File: config.mk
export PLATFORM = sky130hd
export DESIGN_NAME = srpcs_top
export DESIGN_NICKNAME = d
export VERILOG_FILES = /design/src/srpcs_pkg.sv /design/src/srpcs_sync.sv /design/src/srpcs_mem.sv /design/src/srpcs_top.sv
export VERILOG_INCLUDE_DIRS = /design/src
export SDC_FILE = /design/constraint.sdc
export NUM_CORES = 1
export LEC_CHECK = 0
export BUFFER_PORTS_ARGS = -buffer_cell sky130_fd_sc_hd__buf_2
export CAP_MARGIN = 20
export CORE_AREA = 4 4 128 130
export CTS_BUF_LIST = sky130_fd_sc_hd__clkbuf_4 sky130_fd_sc_hd__clkbuf_8
export CTS_CLUSTER_DIAMETER = 50
export DETAILED_ROUTE_END_ITERATION = 8
export DIE_AREA = 0 0 132 134
export GPL_TIMING_DRIVEN = 0
export PLACE_DENSITY_LB_ADDON = 0.05
export SYNTH_ARGS = -nofsm -noshare
export SYNTH_HDL_FRONTEND = slang
export SYNTH_SLANG_ARGS = --single-unit
File: constraint.sdc
create_clock -name i_ref_clk -period 3.7 [get_ports i_ref_clk]
set_clock_uncertainty 0.2 [all_clocks]
set_input_delay 0.74 -clock i_ref_clk [delete_from_list [all_inputs] [get_ports i_ref_clk]]
set_output_delay 0.74 -clock i_ref_clk [all_outputs]
set_load 0.01 [all_outputs]
File: src/srpcs_params.svh
// Constants for the receiver status and control block
`ifndef SRPCS_PARAMS_SVH
`define SRPCS_PARAMS_SVH
`define SRPCS_BYTE_W 8
`define SRPCS_BYTES_PER_CH 2
`define SRPCS_NUM_CH 1
`define SRPCS_FLAG_MIN_NOSER 2
`define SRPCS_FLAG_MIN_SER 3
`define SRPCS_PCFIFO_DEPTH 8
`define SRPCS_ERR_NONE 2'b00
`define SRPCS_ERR_CODE 2'b10
`define SRPCS_ERR_DISP 2'b11
`endif

File: src/srpcs_pkg.sv
// Types for the receiver status and control block
package srpcs_pkg;
	typedef enum logic [1:0]
	{
		SRPCS_CDR_AUTO = 2'b00,
		SRPCS_CDR_REF = 2'b01,
		SRPCS_CDR_DATA = 2'b10
	} srpcs_lock_mode_t;
	typedef enum logic [1:0]
	{
		SRPCS_ORD_IDLE = 2'b00,
		SRPCS_ORD_SEARCH = 2'b01,
		SRPCS_ORD_FOUND = 2'b10
	} srpcs_ord_state_t;
endpackage

File: src/srpcs_sync.sv
// Two-stage synchroniser for a bundle of level inputs
`timescale 1ns/1ps
module srpcs_sync #(
	parameter int WIDTH = 1
)
(
	input wire logic i_ref_clk,
	input wire logic i_reset_n,
	input wire logic [WIDTH-1:0] i_async,
	output logic [WIDTH-1:0] o_sync
);
	logic [WIDTH-1:0] meta_reg;
	logic [WIDTH-1:0] sync_reg;
	always_ff @(posedge i_ref_clk or negedge i_reset_n)
	begin
		if (!i_reset_n)
		begin
			meta_reg <= '0;
			sync_reg <= '0;
		end
		else
		begin
			meta_reg <= i_async;
			sync_reg <= meta_reg;
		end
	end
	assign o_sync = sync_reg;
endmodule

File: src/srpcs_mem.sv
// Phase-compensation FIFO storage with registered read data
`timescale 1ns/1ps
module srpcs_mem #(
	parameter int WIDTH = 16,
	parameter int DEPTH = 8
)
(
	input wire logic i_ref_clk,
	input wire logic i_wr_en,
	input wire logic [$clog2(DEPTH)-1:0] i_wr_addr,
	input wire logic [WIDTH-1:0] i_wr_data,
	input wire logic [$clog2(DEPTH)-1:0] i_rd_addr,
	output logic [WIDTH-1:0] o_rd_data
);
	logic [WIDTH-1:0] mem [DEPTH];
	logic [WIDTH-1:0] rd_reg;
	always_ff @(posedge i_ref_clk)
	begin
		if (i_wr_en)
			mem[i_wr_addr] <= i_wr_data;
		rd_reg <= mem[i_rd_addr];
	end
	assign o_rd_data = rd_reg;
endmodule

File: src/srpcs_top.sv
// Receiver PCS status and control channel logic
// Notes on behaviour
// Full flag high when rate-match FIFO full
// Empty flag high when rate-match FIFO empty
// Full/empty pulses last two or three cycles
// Control indicator: one bit per byte
// Error pair 00 none, 10 code, 11 disparity
// Disparity error bit per byte on violation
// Running disparity bit high when negative
// Restart byte ordering on restart rising edge
// Status high when pattern in low byte
// Data bus width is channel times channels
// Recovered clock only without rate-match FIFO
// Fabric read clock has zero frequency offset
// Phase FIFO error when full or empty
// Reference lock indicator follows loop lock
// Lock mode high when tracking data
// Mode inputs: 00 auto, 01 ref, 1x data
// Signal detect high above threshold in PCIe mode, or in basic mode with decoding
// PCIe without inference: idle is inverted detect
// Loopback select: 0 normal, 1 serial loopback
// Outputs synchronous to the core clock
// Shared clock reads bonded phase FIFOs
// Asynchronous controls pass two-stage synchroniser
// Indicators held low without decoding
`timescale 1ns/1ps
`include "srpcs_params.svh"
module srpcs_top
	import srpcs_pkg::*;
#(
	parameter int BYTE_W = `SRPCS_BYTE_W,
	parameter int BYTES_PER_CH = `SRPCS_BYTES_PER_CH,
	parameter int NUM_CH = `SRPCS_NUM_CH,
	parameter int PC_DEPTH = `SRPCS_PCFIFO_DEPTH,
	parameter logic [BYTE_W-1:0] ORDER_PATTERN = 8'hbc
)
(
	input wire logic i_ref_clk,
	input wire logic i_reset_n,
	input wire logic i_byte_ser_present,
	input wire logic i_rm_fifo_used,
	input wire logic i_dec_enable,
	input wire logic i_order_enable,
	input wire logic i_pcie_mode,
	input wire logic i_basic_mode,
	input wire logic i_idle_infer_en,
	input wire logic i_rm_full_raw,
	input wire logic i_rm_empty_raw,
	input wire logic i_rx_valid,
	input wire logic [BYTES_PER_CH*NUM_CH*BYTE_W-1:0] i_rx_byte,
	input wire logic [BYTES_PER_CH*NUM_CH-1:0] i_rx_is_ctrl,
	input wire logic [BYTES_PER_CH*NUM_CH-1:0] i_rx_code_err,
	input wire logic [BYTES_PER_CH*NUM_CH-1:0] i_rx_disp_viol,
	input wire logic [BYTES_PER_CH*NUM_CH-1:0] i_rx_rd_neg,
	input wire logic i_rd_ready,
	input wire logic i_order_restart,
	input wire logic i_lock_to_data,
	input wire logic i_lock_to_ref,
	input wire logic i_loop_locked_ref,
	input wire logic i_loop_on_data,
	input wire logic i_loopback_sel,
	input wire logic i_amp_above_thr,
	output logic o_rm_full,
	output logic o_rm_empty,
	output logic [BYTES_PER_CH*NUM_CH-1:0] o_ctrl_detect,
	output logic [BYTES_PER_CH*NUM_CH-1:0] o_err_detect,
	output logic [BYTES_PER_CH*NUM_CH-1:0] o_disp_err,
	output logic [BYTES_PER_CH*NUM_CH-1:0] o_running_disp,
	output logic o_order_status,
	output logic [BYTES_PER_CH*NUM_CH*BYTE_W-1:0] o_rx_data,
	output logic o_rx_data_valid,
	output logic o_rec_clk_en,
	output logic o_pc_fifo_error,
	output logic o_loop_ref_locked,
	output logic o_loop_data_mode,
	output logic [1:0] o_loop_mode_sel,
	output logic o_signal_detect,
	output logic o_pipe_elec_idle,
	output logic o_serial_loopback
);
	localparam int NB = BYTES_PER_CH * NUM_CH;
	localparam int DW = NB * BYTE_W;
	localparam int AW = $clog2(PC_DEPTH);
	localparam int NSYNC = 6;

	// Refuse widths and depths the pointer logic cannot serve
	if (BYTE_W < 1 || NB < 1 || PC_DEPTH < 2
		|| (PC_DEPTH & (PC_DEPTH - 1)) != 0)
	begin : g_bad_params
		$error("srpcs_top: unsupported parameter values");
	end

	// Asynchronous controls
	logic [NSYNC-1:0] sync_in;
	logic [NSYNC-1:0] sync_out;
	assign sync_in = {i_order_restart, i_lock_to_data, i_lock_to_ref,
		i_loopback_sel, i_loop_locked_ref, i_loop_on_data};
	srpcs_sync #(.WIDTH(NSYNC)) u_sync (
		.i_ref_clk(i_ref_clk),
		.i_reset_n(i_reset_n),
		.i_async(sync_in),
		.o_sync(sync_out)
	);
	logic restart_s;
	logic l2d_s;
	logic l2r_s;
	logic lpbk_s;
	logic locked_s;
	logic ondata_s;
	assign {restart_s, l2d_s, l2r_s, lpbk_s, locked_s, ondata_s} = sync_out;

	// Rate-match flag stretching
	logic rm_full_reg;
	logic rm_full_next;
	logic rm_empty_reg;
	logic rm_empty_next;
	logic [1:0] full_cnt_reg;
	logic [1:0] full_cnt_next;
	logic [1:0] empty_cnt_reg;
	logic [1:0] empty_cnt_next;
	logic [1:0] hold_min;

	always_comb
	begin
		hold_min = i_byte_ser_present ? 2'(`SRPCS_FLAG_MIN_SER)
			: 2'(`SRPCS_FLAG_MIN_NOSER);
		full_cnt_next = full_cnt_reg;
		empty_cnt_next = empty_cnt_reg;
		rm_full_next = rm_full_reg;
		rm_empty_next = rm_empty_reg;
		if (i_rm_full_raw)
		begin
			rm_full_next = 1'b1;
			full_cnt_next = (rm_full_reg) ? full_cnt_reg : 2'h1;
			if (rm_full_reg && full_cnt_reg < hold_min)
				full_cnt_next = full_cnt_reg + 2'h1;
		end
		else if (rm_full_reg && full_cnt_reg < hold_min)
			full_cnt_next = full_cnt_reg + 2'h1;
		else
		begin
			rm_full_next = 1'b0;
			full_cnt_next = 2'h0;
		end
		if (i_rm_empty_raw)
		begin
			rm_empty_next = 1'b1;
			empty_cnt_next = (rm_empty_reg) ? empty_cnt_reg : 2'h1;
			if (rm_empty_reg && empty_cnt_reg < hold_min)
				empty_cnt_next = empty_cnt_reg + 2'h1;
		end
		else if (rm_empty_reg && empty_cnt_reg < hold_min)
			empty_cnt_next = empty_cnt_reg + 2'h1;
		else
		begin
			rm_empty_next = 1'b0;
			empty_cnt_next = 2'h0;
		end
	end

	always_ff @(posedge i_ref_clk or negedge i_reset_n)
	begin
		if (!i_reset_n)
		begin
			rm_full_reg <= 1'b0;
			rm_empty_reg <= 1'b0;
			full_cnt_reg <= 2'h0;
			empty_cnt_reg <= 2'h0;
		end
		else
		begin
			rm_full_reg <= rm_full_next;
			rm_empty_reg <= rm_empty_next;
			full_cnt_reg <= full_cnt_next;
			empty_cnt_reg <= empty_cnt_next;
		end
	end
	assign o_rm_full = rm_full_reg;
	assign o_rm_empty = rm_empty_reg;

	// Decoder indicators per byte
	logic [NB-1:0] ctrl_reg;
	logic [NB-1:0] ctrl_next;
	logic [NB-1:0] err_reg;
	logic [NB-1:0] err_next;
	logic [NB-1:0] disp_reg;
	logic [NB-1:0] disp_next;
	logic [NB-1:0] rdneg_reg;
	logic [NB-1:0] rdneg_next;

	genvar gb;
	generate
		for (gb = 0; gb < NB; gb++)
		begin : g_byte
			always_comb
			begin
				ctrl_next[gb] = 1'b0;
				err_next[gb] = 1'b0;
				disp_next[gb] = 1'b0;
				rdneg_next[gb] = 1'b0;
				if (i_dec_enable && i_rx_valid)
				begin
					ctrl_next[gb] = i_rx_is_ctrl[gb];
					// Disparity error wins over code error in the pair
					if (i_rx_disp_viol[gb])
					begin
						{err_next[gb], disp_next[gb]} = `SRPCS_ERR_DISP;
					end
					else if (i_rx_code_err[gb])
					begin
						{err_next[gb], disp_next[gb]} = `SRPCS_ERR_CODE;
					end
					else
					begin
						{err_next[gb], disp_next[gb]} = `SRPCS_ERR_NONE;
					end
					rdneg_next[gb] = i_rx_rd_neg[gb];
				end
				else if (i_dec_enable)
				begin
					ctrl_next[gb] = ctrl_reg[gb];
					err_next[gb] = err_reg[gb];
					disp_next[gb] = disp_reg[gb];
					rdneg_next[gb] = rdneg_reg[gb];
				end
			end
		end
	endgenerate

	always_ff @(posedge i_ref_clk or negedge i_reset_n)
	begin
		if (!i_reset_n)
		begin
			ctrl_reg <= '0;
			err_reg <= '0;
			disp_reg <= '0;
			rdneg_reg <= '0;
		end
		else
		begin
			ctrl_reg <= ctrl_next;
			err_reg <= err_next;
			disp_reg <= disp_next;
			rdneg_reg <= rdneg_next;
		end
	end
	assign o_ctrl_detect = ctrl_reg;
	assign o_err_detect = err_reg;
	assign o_disp_err = disp_reg;
	assign o_running_disp = rdneg_reg;

	// Byte ordering search
	srpcs_ord_state_t ord_reg;
	srpcs_ord_state_t ord_next;
	logic restart_d_reg;
	logic status_reg;
	logic restart_rise;
	assign restart_rise = restart_s && !restart_d_reg;

	always_comb
	begin
		ord_next = ord_reg;
		if (!i_order_enable)
			ord_next = SRPCS_ORD_IDLE;
		else if (restart_rise)
			ord_next = SRPCS_ORD_SEARCH;
		else
		begin
			unique case (ord_reg)
				SRPCS_ORD_IDLE:
					ord_next = SRPCS_ORD_SEARCH;
				SRPCS_ORD_SEARCH:
					if (i_rx_valid && i_rx_byte[BYTE_W-1:0] == ORDER_PATTERN)
						ord_next = SRPCS_ORD_FOUND;
				SRPCS_ORD_FOUND:
					ord_next = SRPCS_ORD_FOUND;
				default:
					ord_next = SRPCS_ORD_IDLE;
			endcase
		end
	end

	always_ff @(posedge i_ref_clk or negedge i_reset_n)
	begin
		if (!i_reset_n)
		begin
			ord_reg <= SRPCS_ORD_IDLE;
			restart_d_reg <= 1'b0;
			status_reg <= 1'b0;
		end
		else
		begin
			ord_reg <= ord_next;
			restart_d_reg <= restart_s;
			status_reg <= (ord_next == SRPCS_ORD_FOUND);
		end
	end
	assign o_order_status = status_reg;

	// Receive phase-compensation FIFO
	logic [AW:0] wptr_reg;
	logic [AW:0] wptr_next;
	logic [AW:0] rptr_reg;
	logic [AW:0] rptr_next;
	logic pc_full;
	logic pc_empty;
	logic wr_en;
	logic rd_en;
	logic rvalid_reg;
	logic rvalid_next;
	logic pcerr_reg;
	logic pcerr_next;
	logic [DW-1:0] mem_rd;

	always_comb
	begin
		pc_full = (wptr_reg[AW] != rptr_reg[AW])
			&& (wptr_reg[AW-1:0] == rptr_reg[AW-1:0]);
		pc_empty = (wptr_reg == rptr_reg);
		wr_en = i_rx_valid && !pc_full;
		rd_en = i_rd_ready && !pc_empty;
		wptr_next = wr_en ? wptr_reg + (AW+1)'(1) : wptr_reg;
		rptr_next = rd_en ? rptr_reg + (AW+1)'(1) : rptr_reg;
		rvalid_next = rd_en;
		pcerr_next = pc_full || pc_empty;
	end

	srpcs_mem #(.WIDTH(DW), .DEPTH(PC_DEPTH)) u_mem (
		.i_ref_clk(i_ref_clk),
		.i_wr_en(wr_en),
		.i_wr_addr(wptr_reg[AW-1:0]),
		.i_wr_data(i_rx_byte),
		.i_rd_addr(rptr_reg[AW-1:0]),
		.o_rd_data(mem_rd)
	);

	always_ff @(posedge i_ref_clk or negedge i_reset_n)
	begin
		if (!i_reset_n)
		begin
			wptr_reg <= '0;
			rptr_reg <= '0;
			rvalid_reg <= 1'b0;
			pcerr_reg <= 1'b1;
		end
		else
		begin
			wptr_reg <= wptr_next;
			rptr_reg <= rptr_next;
			rvalid_reg <= rvalid_next;
			pcerr_reg <= pcerr_next;
		end
	end
	assign o_rx_data = mem_rd;
	assign o_rx_data_valid = rvalid_reg;
	assign o_pc_fifo_error = pcerr_reg;

	// Clock recovery, detect and loopback status
	logic rec_clk_reg;
	logic ref_lock_reg;
	logic data_mode_reg;
	logic [1:0] mode_reg;
	logic [1:0] mode_next;
	logic sigdet_reg;
	logic sigdet_next;
	logic idle_reg;
	logic idle_next;
	logic lpbk_reg;

	always_comb
	begin
		if (l2d_s)
			mode_next = SRPCS_CDR_DATA;
		else if (l2r_s)
			mode_next = SRPCS_CDR_REF;
		else
			mode_next = SRPCS_CDR_AUTO;
		sigdet_next = (i_pcie_mode || (i_basic_mode && i_dec_enable))
			&& i_amp_above_thr;
		idle_next = (i_pcie_mode && !i_idle_infer_en) ? !i_amp_above_thr
			: 1'b0;
	end

	always_ff @(posedge i_ref_clk or negedge i_reset_n)
	begin
		if (!i_reset_n)
		begin
			rec_clk_reg <= 1'b0;
			ref_lock_reg <= 1'b0;
			data_mode_reg <= 1'b0;
			mode_reg <= SRPCS_CDR_AUTO;
			sigdet_reg <= 1'b0;
			idle_reg <= 1'b0;
			lpbk_reg <= 1'b0;
		end
		else
		begin
			rec_clk_reg <= !i_rm_fifo_used;
			ref_lock_reg <= locked_s;
			data_mode_reg <= ondata_s;
			mode_reg <= mode_next;
			sigdet_reg <= sigdet_next;
			idle_reg <= idle_next;
			lpbk_reg <= lpbk_s;
		end
	end
	assign o_rec_clk_en = rec_clk_reg;
	assign o_loop_ref_locked = ref_lock_reg;
	assign o_loop_data_mode = data_mode_reg;
	assign o_loop_mode_sel = mode_reg;
	assign o_signal_detect = sigdet_reg;
	assign o_pipe_elec_idle = idle_reg;
	assign o_serial_loopback = lpbk_reg;
endmodule

; ---- After elaboration in Yosys (flattened, before gate mapping)
; Memories as Yosys holds them, arrays and structs flattened. A register that Yosys moved wholly into a read port is not among the register bits.
; Index checks and enable logic that the tools add are counted.
[classes]
n_addsub = 4
n_lt_le_gt_ge = 2
eq_ne = 12
muxes = 37
reduce_logical = 20
[ops]
columns = operator, count
row1 = 2-to-1 mux 1 bit, 24
row2 = 2-to-1 mux 2 bit, 12
row3 = logical AND 1 bit, 11
row4 = adder 4 x 1 -> 4 bit (second input constant), 2
row5 = == test 8 bit (second input constant), 1
row6 = logical NOT 1 bit, 6
row7 = inequality test 3 x 2 -> 1 bit (second input constant), 2
row8 = case mux 2 bit (3 select lines), 1
row9 = adder 2 x 1 -> 2 bit (second input constant), 2
row10 = == test 2 bit (second input constant), 2
row11 = == test 4 bit, 1
row12 = < comparator 2 bit, 2
row13 = inequality test 2 bit (second input constant), 2
row14 = == test 3 bit, 1
row15 = == test 2 x 1 -> 1 bit (second input constant), 1
row16 = logical NOT 2 bit, 1
row17 = logical OR 1 bit, 2
row18 = inequality test 2 x 1 -> 1 bit (second input constant), 1
row19 = inequality test 1 bit, 1
[totals]
regBits = 48
ramBits = 128
input_bits = 44
out_inout_bits = 37
wordCells = 100
memories = 1
[mem_list]
columns = name, depth, width, read_ports, rd_ports_with_merged_regs, wr, line
row1 = u_mem.mem, 8, 16, 1, 1, 1, srpcs_mem.sv:15  ; logic [WIDTH-1:0] mem [DEPTH];

; ---- Logic depth before layout (Yosys ltp)
[depth]
depth_word = 7
depth_mapped = 6
mapped_depth_nobuf = 5

; ---- By module
; From an unflattened synthesis, not the netlist that was laid out.
[unflattened]
cells_unflattened = 349
hier_area_um2 = 7075.5
[modules_own_cells]
columns = module, instances, cells_each, area_each_um2, seq_area_each_um2
row1 = srpcs_mem, 1, 214, 5293.8, 4164.0
row2 = srpcs_top, 1, 123, 1481.4, 902.1
row3 = srpcs_sync, 1, 12, 300.3, 300.3

; ---- Worst setup path after synthesis
; OpenSTA, ideal clock, no wires.
[synth_path]
kind = input -> register
startpoint = input port i_rx_valid
endpoint = memory u_mem.mem[6][0] (enable)
setup_ns = 0.436
t_arrival_ns = 3.163
required_ns = 3.064
path_slack_ns = -0.099
cell_stages = 4
n_path_buf = 2
path_cell_list = buf_2 buf_1 nand2_1 nor4b_1
[synth_via]
elab_chain_len = 3
[synth_lines]
columns = item, line
row1 = "start, declared", srpcs_top.sv:49  ; input wire logic i_rx_valid,
row2 = logical AND 1 bit, srpcs_top.sv:320  ; wr_en = i_rx_valid && !pc_full;
row3 = 2-to-1 mux 1 bit, srpcs_mem.sv:19  ; if (i_wr_en)
row4 = 2-to-1 mux 1 bit (implied by the code), srpcs_mem.sv:20  ; mem[i_wr_addr] <= i_wr_data;
row5 = "end, declared", srpcs_mem.sv:15
; No other way between the ends.

; ---- Worst setup path after layout
[layout_path]
startpoint = register rptr_reg[2]
endpoint = memory u_mem.mem[0][3] (enable)
[layout_via]
elab_chain_len = 6
[layout_lines]
columns = item, line
row1 = "start, declared", srpcs_top.sv:303  ; logic [AW:0] rptr_reg;
row2 = "start signal, assigned", srpcs_top.sv:349  ; rptr_reg <= rptr_next;
row3 = == test 3 bit, srpcs_top.sv:318  ; && (wptr_reg[AW-1:0] == rptr_reg[AW-1:0]);
row4 = logical AND 1 bit, srpcs_top.sv:318
row5 = logical NOT 1 bit, srpcs_top.sv:320
row6 = logical AND 1 bit, srpcs_top.sv:320
row7 = 2-to-1 mux 1 bit, srpcs_mem.sv:19
row8 = 2-to-1 mux 1 bit (implied by the code), srpcs_mem.sv:20
; No other way between the ends.

==> key figures <==
Run status
  – Status: completed

Logic synthesis
  – Synthesized Nets: 400
  – Adder-cell share of the synthesized area: 0.353%
  – Post-Synth XOR/XNOR Area: 0.988%
  – Most frequent cell after synthesis: edfxtp_1
  – Synth Area in Simple Gates: 3.60%
  – Yosys warns: 0
  – Netlist area before placement: 7090 um2
  – Post-synth top cells: edfxtp_1 (128), dfrtp_1 (47), mux4_1 (24)
  – Synth top area share: 54.2%
  – Post-synth top area cell: edfxtp_1
  – #FFs+latches synth: 192
  – EDFF count, synth: 128
  – Seq/Total Area, Yosys: 75.6%
  – Syn avg cell area: 20.0 um2
  – Post-synth ARST share: 25.0%
  – Post-synthesis compound-gate area fraction: 2.20%
  – Yosys cell types: 38
  – Post-synthesis mux area share: 15.3%
  – Cells after Synth: 354
  – Largest family of logic cells by synthesized area: multiplexers
  – Main flop type after synthesis: edfxtp_1
  – Synth top area cells: edfxtp_1 (54%), dfrtp_1 (17%), mux4_1 (8.9%)

Die
  – Die Width: 132 um
  – Die Area: 17700 um2
  – Rows: 45
  – Ports: 81
  – Initial Util: 46.8%
  – DIE HEIGHT: 134 um
  – Placeable Area: 15100 um2

Clocking
  – Clk buf depth: 2
  – H-tree depth: 4
  – Post_cts resized: 0
  – CTS tree: done
  – Clock latency on the worst-skew pair: 0.45 ns
  – TritonCTS Sinks: 192
  – Clock slew at reported path FFs: 0.09 ns
  – Root Driver: clkbuf_8
  – Num CTS Buffers: 17

Route
  – Wire length on met3: 629 um
  – Post-Route M1 WL: 5990 um
  – Vias/cell: 5.21
  – DR pass1 iterations: 4
  – Wire per inst: 19.5 um
  – Remaining DRCs: 0
  – Top sig layer: met4
  – Vias: 3490
  – Post-route ant nets: 0
  – Detailed Route Iter0 Violations: 225
  – Met2 WL: 6320 um
  – WL final: 13100 um

Worst setup path
  – Crit-path max FO: 10
  – Worst path top cell family by delay: simple AND/OR/NAND/NOR gates
  – Buf/Inv on CP: 4
  – Critical path type: reg -> reg
  – Worst path max stage delay: 0.79 ns
  – Register-to-Register Path Depth: 8
  – CP arrival: 2.96 ns
  – Worst path slowest cell: nor4_2
  – Worst setup SP type: flip-flop
  – R2r endpoint: u_mem.mem[0][3]$_DFFE_PP_
  – Crit end category: flip-flop
  – Most used cell, CP: buf_4
  – R2R setup slack: 0.72 ns
  – Worst r2r src: rptr_reg[2]$_DFFE_PN0P_
  – CP Data Required Time: 3.68 ns
  – Worst-path cell chain: buf_4 -> xnor2_1 -> nand3_2 -> inv_1 -> and2_1 -> nor4_2 -> buf_4 -> buf_4

Placed design
  – Port-buffer cells: 79
  – Hpwl dp: 8760 um
  – Gpl congestion: 0.663
  – Post-placement cell count: 636

Finish
  – Biggest register: u_mem.mem
  – Final cell utilization of the core: 55.4%
  – Layout cells sized above 1: 36.3%
  – Max FFs per register: 128
  – Nets: 515
  – Finished Layout Cells: 670
  – Area grow syn2layout: 18.3%
  – Ant diodes: 0

Timing
  – Slew Viols, Final: 0
  – Minimum clock period: 2.98 ns
  – RSZ-0062 raised after global routing: false
  – Worst slew pin tran: 0.921 ns
  – Fin Setup TNS: 0 ns
  – Final setup violation count: 0
  – Fmax: 0.335 GHz
  – Slew headroom: 38.1%
  – Fin. Hold Viols: 0
  – Period utilization: 80.6%
  – Final hold slack: 0.154 ns

Job
  – Max-cap violations: 0

Power
  – Pwr Total: 0.00602 W
  – Max VDD drop: 0.291 mV
  – Pwr Density: 717 nW/um2
  – LEAKAGE: 3.23 nW

Global routing
  – Global-route wire length before repair: 20300 um
  – Overall global routing resource usage: 15.5%
  – Largest net degree at the start of global routing: 49
  – Vias in the first global route: 3634
  – Initial antenna violation count: 0
  – Total gr overflow: 0

Worst hold path
  – Hold WC Path Type: reg -> reg
  – Hold depth: 0
  – Hold path startpoint: u_sync.meta_reg[1]$_DFF_PN0_
  – Hold Path Sink: u_sync.o_sync[1]$_DFF_PN0_
## cell type report
| cell class | count | area, um2 |
|---|---|---|
| timing repair buffer | 96 | 596 |
| buffer | 15 | 98.8 |
| clock inverter | 12 | 159 |
| tap | 188 | 235 |
| fill | 1204 | 6750 |
| inverter | 10 | 37.5 |
| multi-input combinational | 137 | 1640 |
| clock buffer | 20 | 256 |
| sequential | 192 | 5370 |
## routing by layer
| layer | GRT usage (%) | vias to the layer above |
|---|---|---|
| li1 | - | 1626 |
| met1 | 21.2 | 1763 |
| met2 | 24.6 | 88 |
| met3 | 4.28 | 13 |
| met4 | 4.73 | 0 |
| met5 | 0 | - |
## placed cells by master, fill, tap and decap left out, types with 5 or more instances in the layout
cell type,instances
mux2_2,19
a21oi_1,9
inv_1,10
mux4_1,24
buf_4,7
nor2b_1,8
nor3_1,5
mux4_2,8
nand2_1,7
edfxtp_1,128
buf_6,12
xnor2_1,6
mux2i_1,6
o21ai_0,9
dfrtp_1,47
clkbuf_8,17
buf_2,83
dfxtp_1,16
## timing repair
action | in CTS | in global routing
buffers inserted | 0 | 0
endpoints found under the hold margin | 0 | 9
hold buffers | 0 | 1
## power by group
part | switching (W) | leakage (nW) | internal [W]
Combinational | 0.000923 | 1.15 | 0.000851
Clock | 0.000711 | 0.208 | 0.000697
Sequential | 0.000118 | 1.88 | 0.00272
Total | 0.00175 | 3.23 | 0.00427
## how the worst max path moves through the flow
stage	startpoint	endpoint	slack, ns	depth (start not counted)
2_1_floorplan	i_rx_valid	u_mem.mem[4][0]$_DFFE_PP_	0.05	4
3_3_place_gp	i_rx_valid	u_mem.mem[4][4]$_DFFE_PP_	-1.84	4
3_5_place_dp	i_rx_valid	u_mem.mem[4][4]$_DFFE_PP_	0.36	6
4_1_cts	wptr_reg[0]$_DFFE_PN0P_	u_mem.mem[0][9]$_DFFE_PP_	0.57	8
5_1_grt	wptr_reg[1]$_DFFE_PN0P_	u_mem.mem[0][9]$_DFFE_PP_	0.57	8
6_report	rptr_reg[2]$_DFFE_PN0P_	u_mem.mem[0][3]$_DFFE_PP_	0.72	8
## worst reg2reg max path, cell delays in order, from the launching register on
cell and delay (ns):
dfrtp_1 0.37, buf_4 0.20, xnor2_1 0.17, nand3_2 0.14
inv_1 0.11, and2_1 0.27, nor4_2 0.79, buf_4 0.30
buf_4 0.15
## cells by family (layout without fill, tap and decap cells)
kind of cell / after synthesis / after routing
adders and majority gates: 2 / 2
muxes: 57 / 57
DFF: 192 / 192
xor gates and xnor gates: 8 / 8
AOI/OAI and AO/OA: 26 / 26
and+or+nand+nor: 44 / 44
buffers and inverters: 25 / 153
## per-stage QoR
step,cell area [um2],worst slack (ns)
floorplan,7100,0.0452
global placement,7730,-1.84
detailed placement,7950,0.360
CTS,8360,0.570
global route,8390,0.569
finish,8390,0.717
Note: power is estimated with default switching activity, not from simulation.
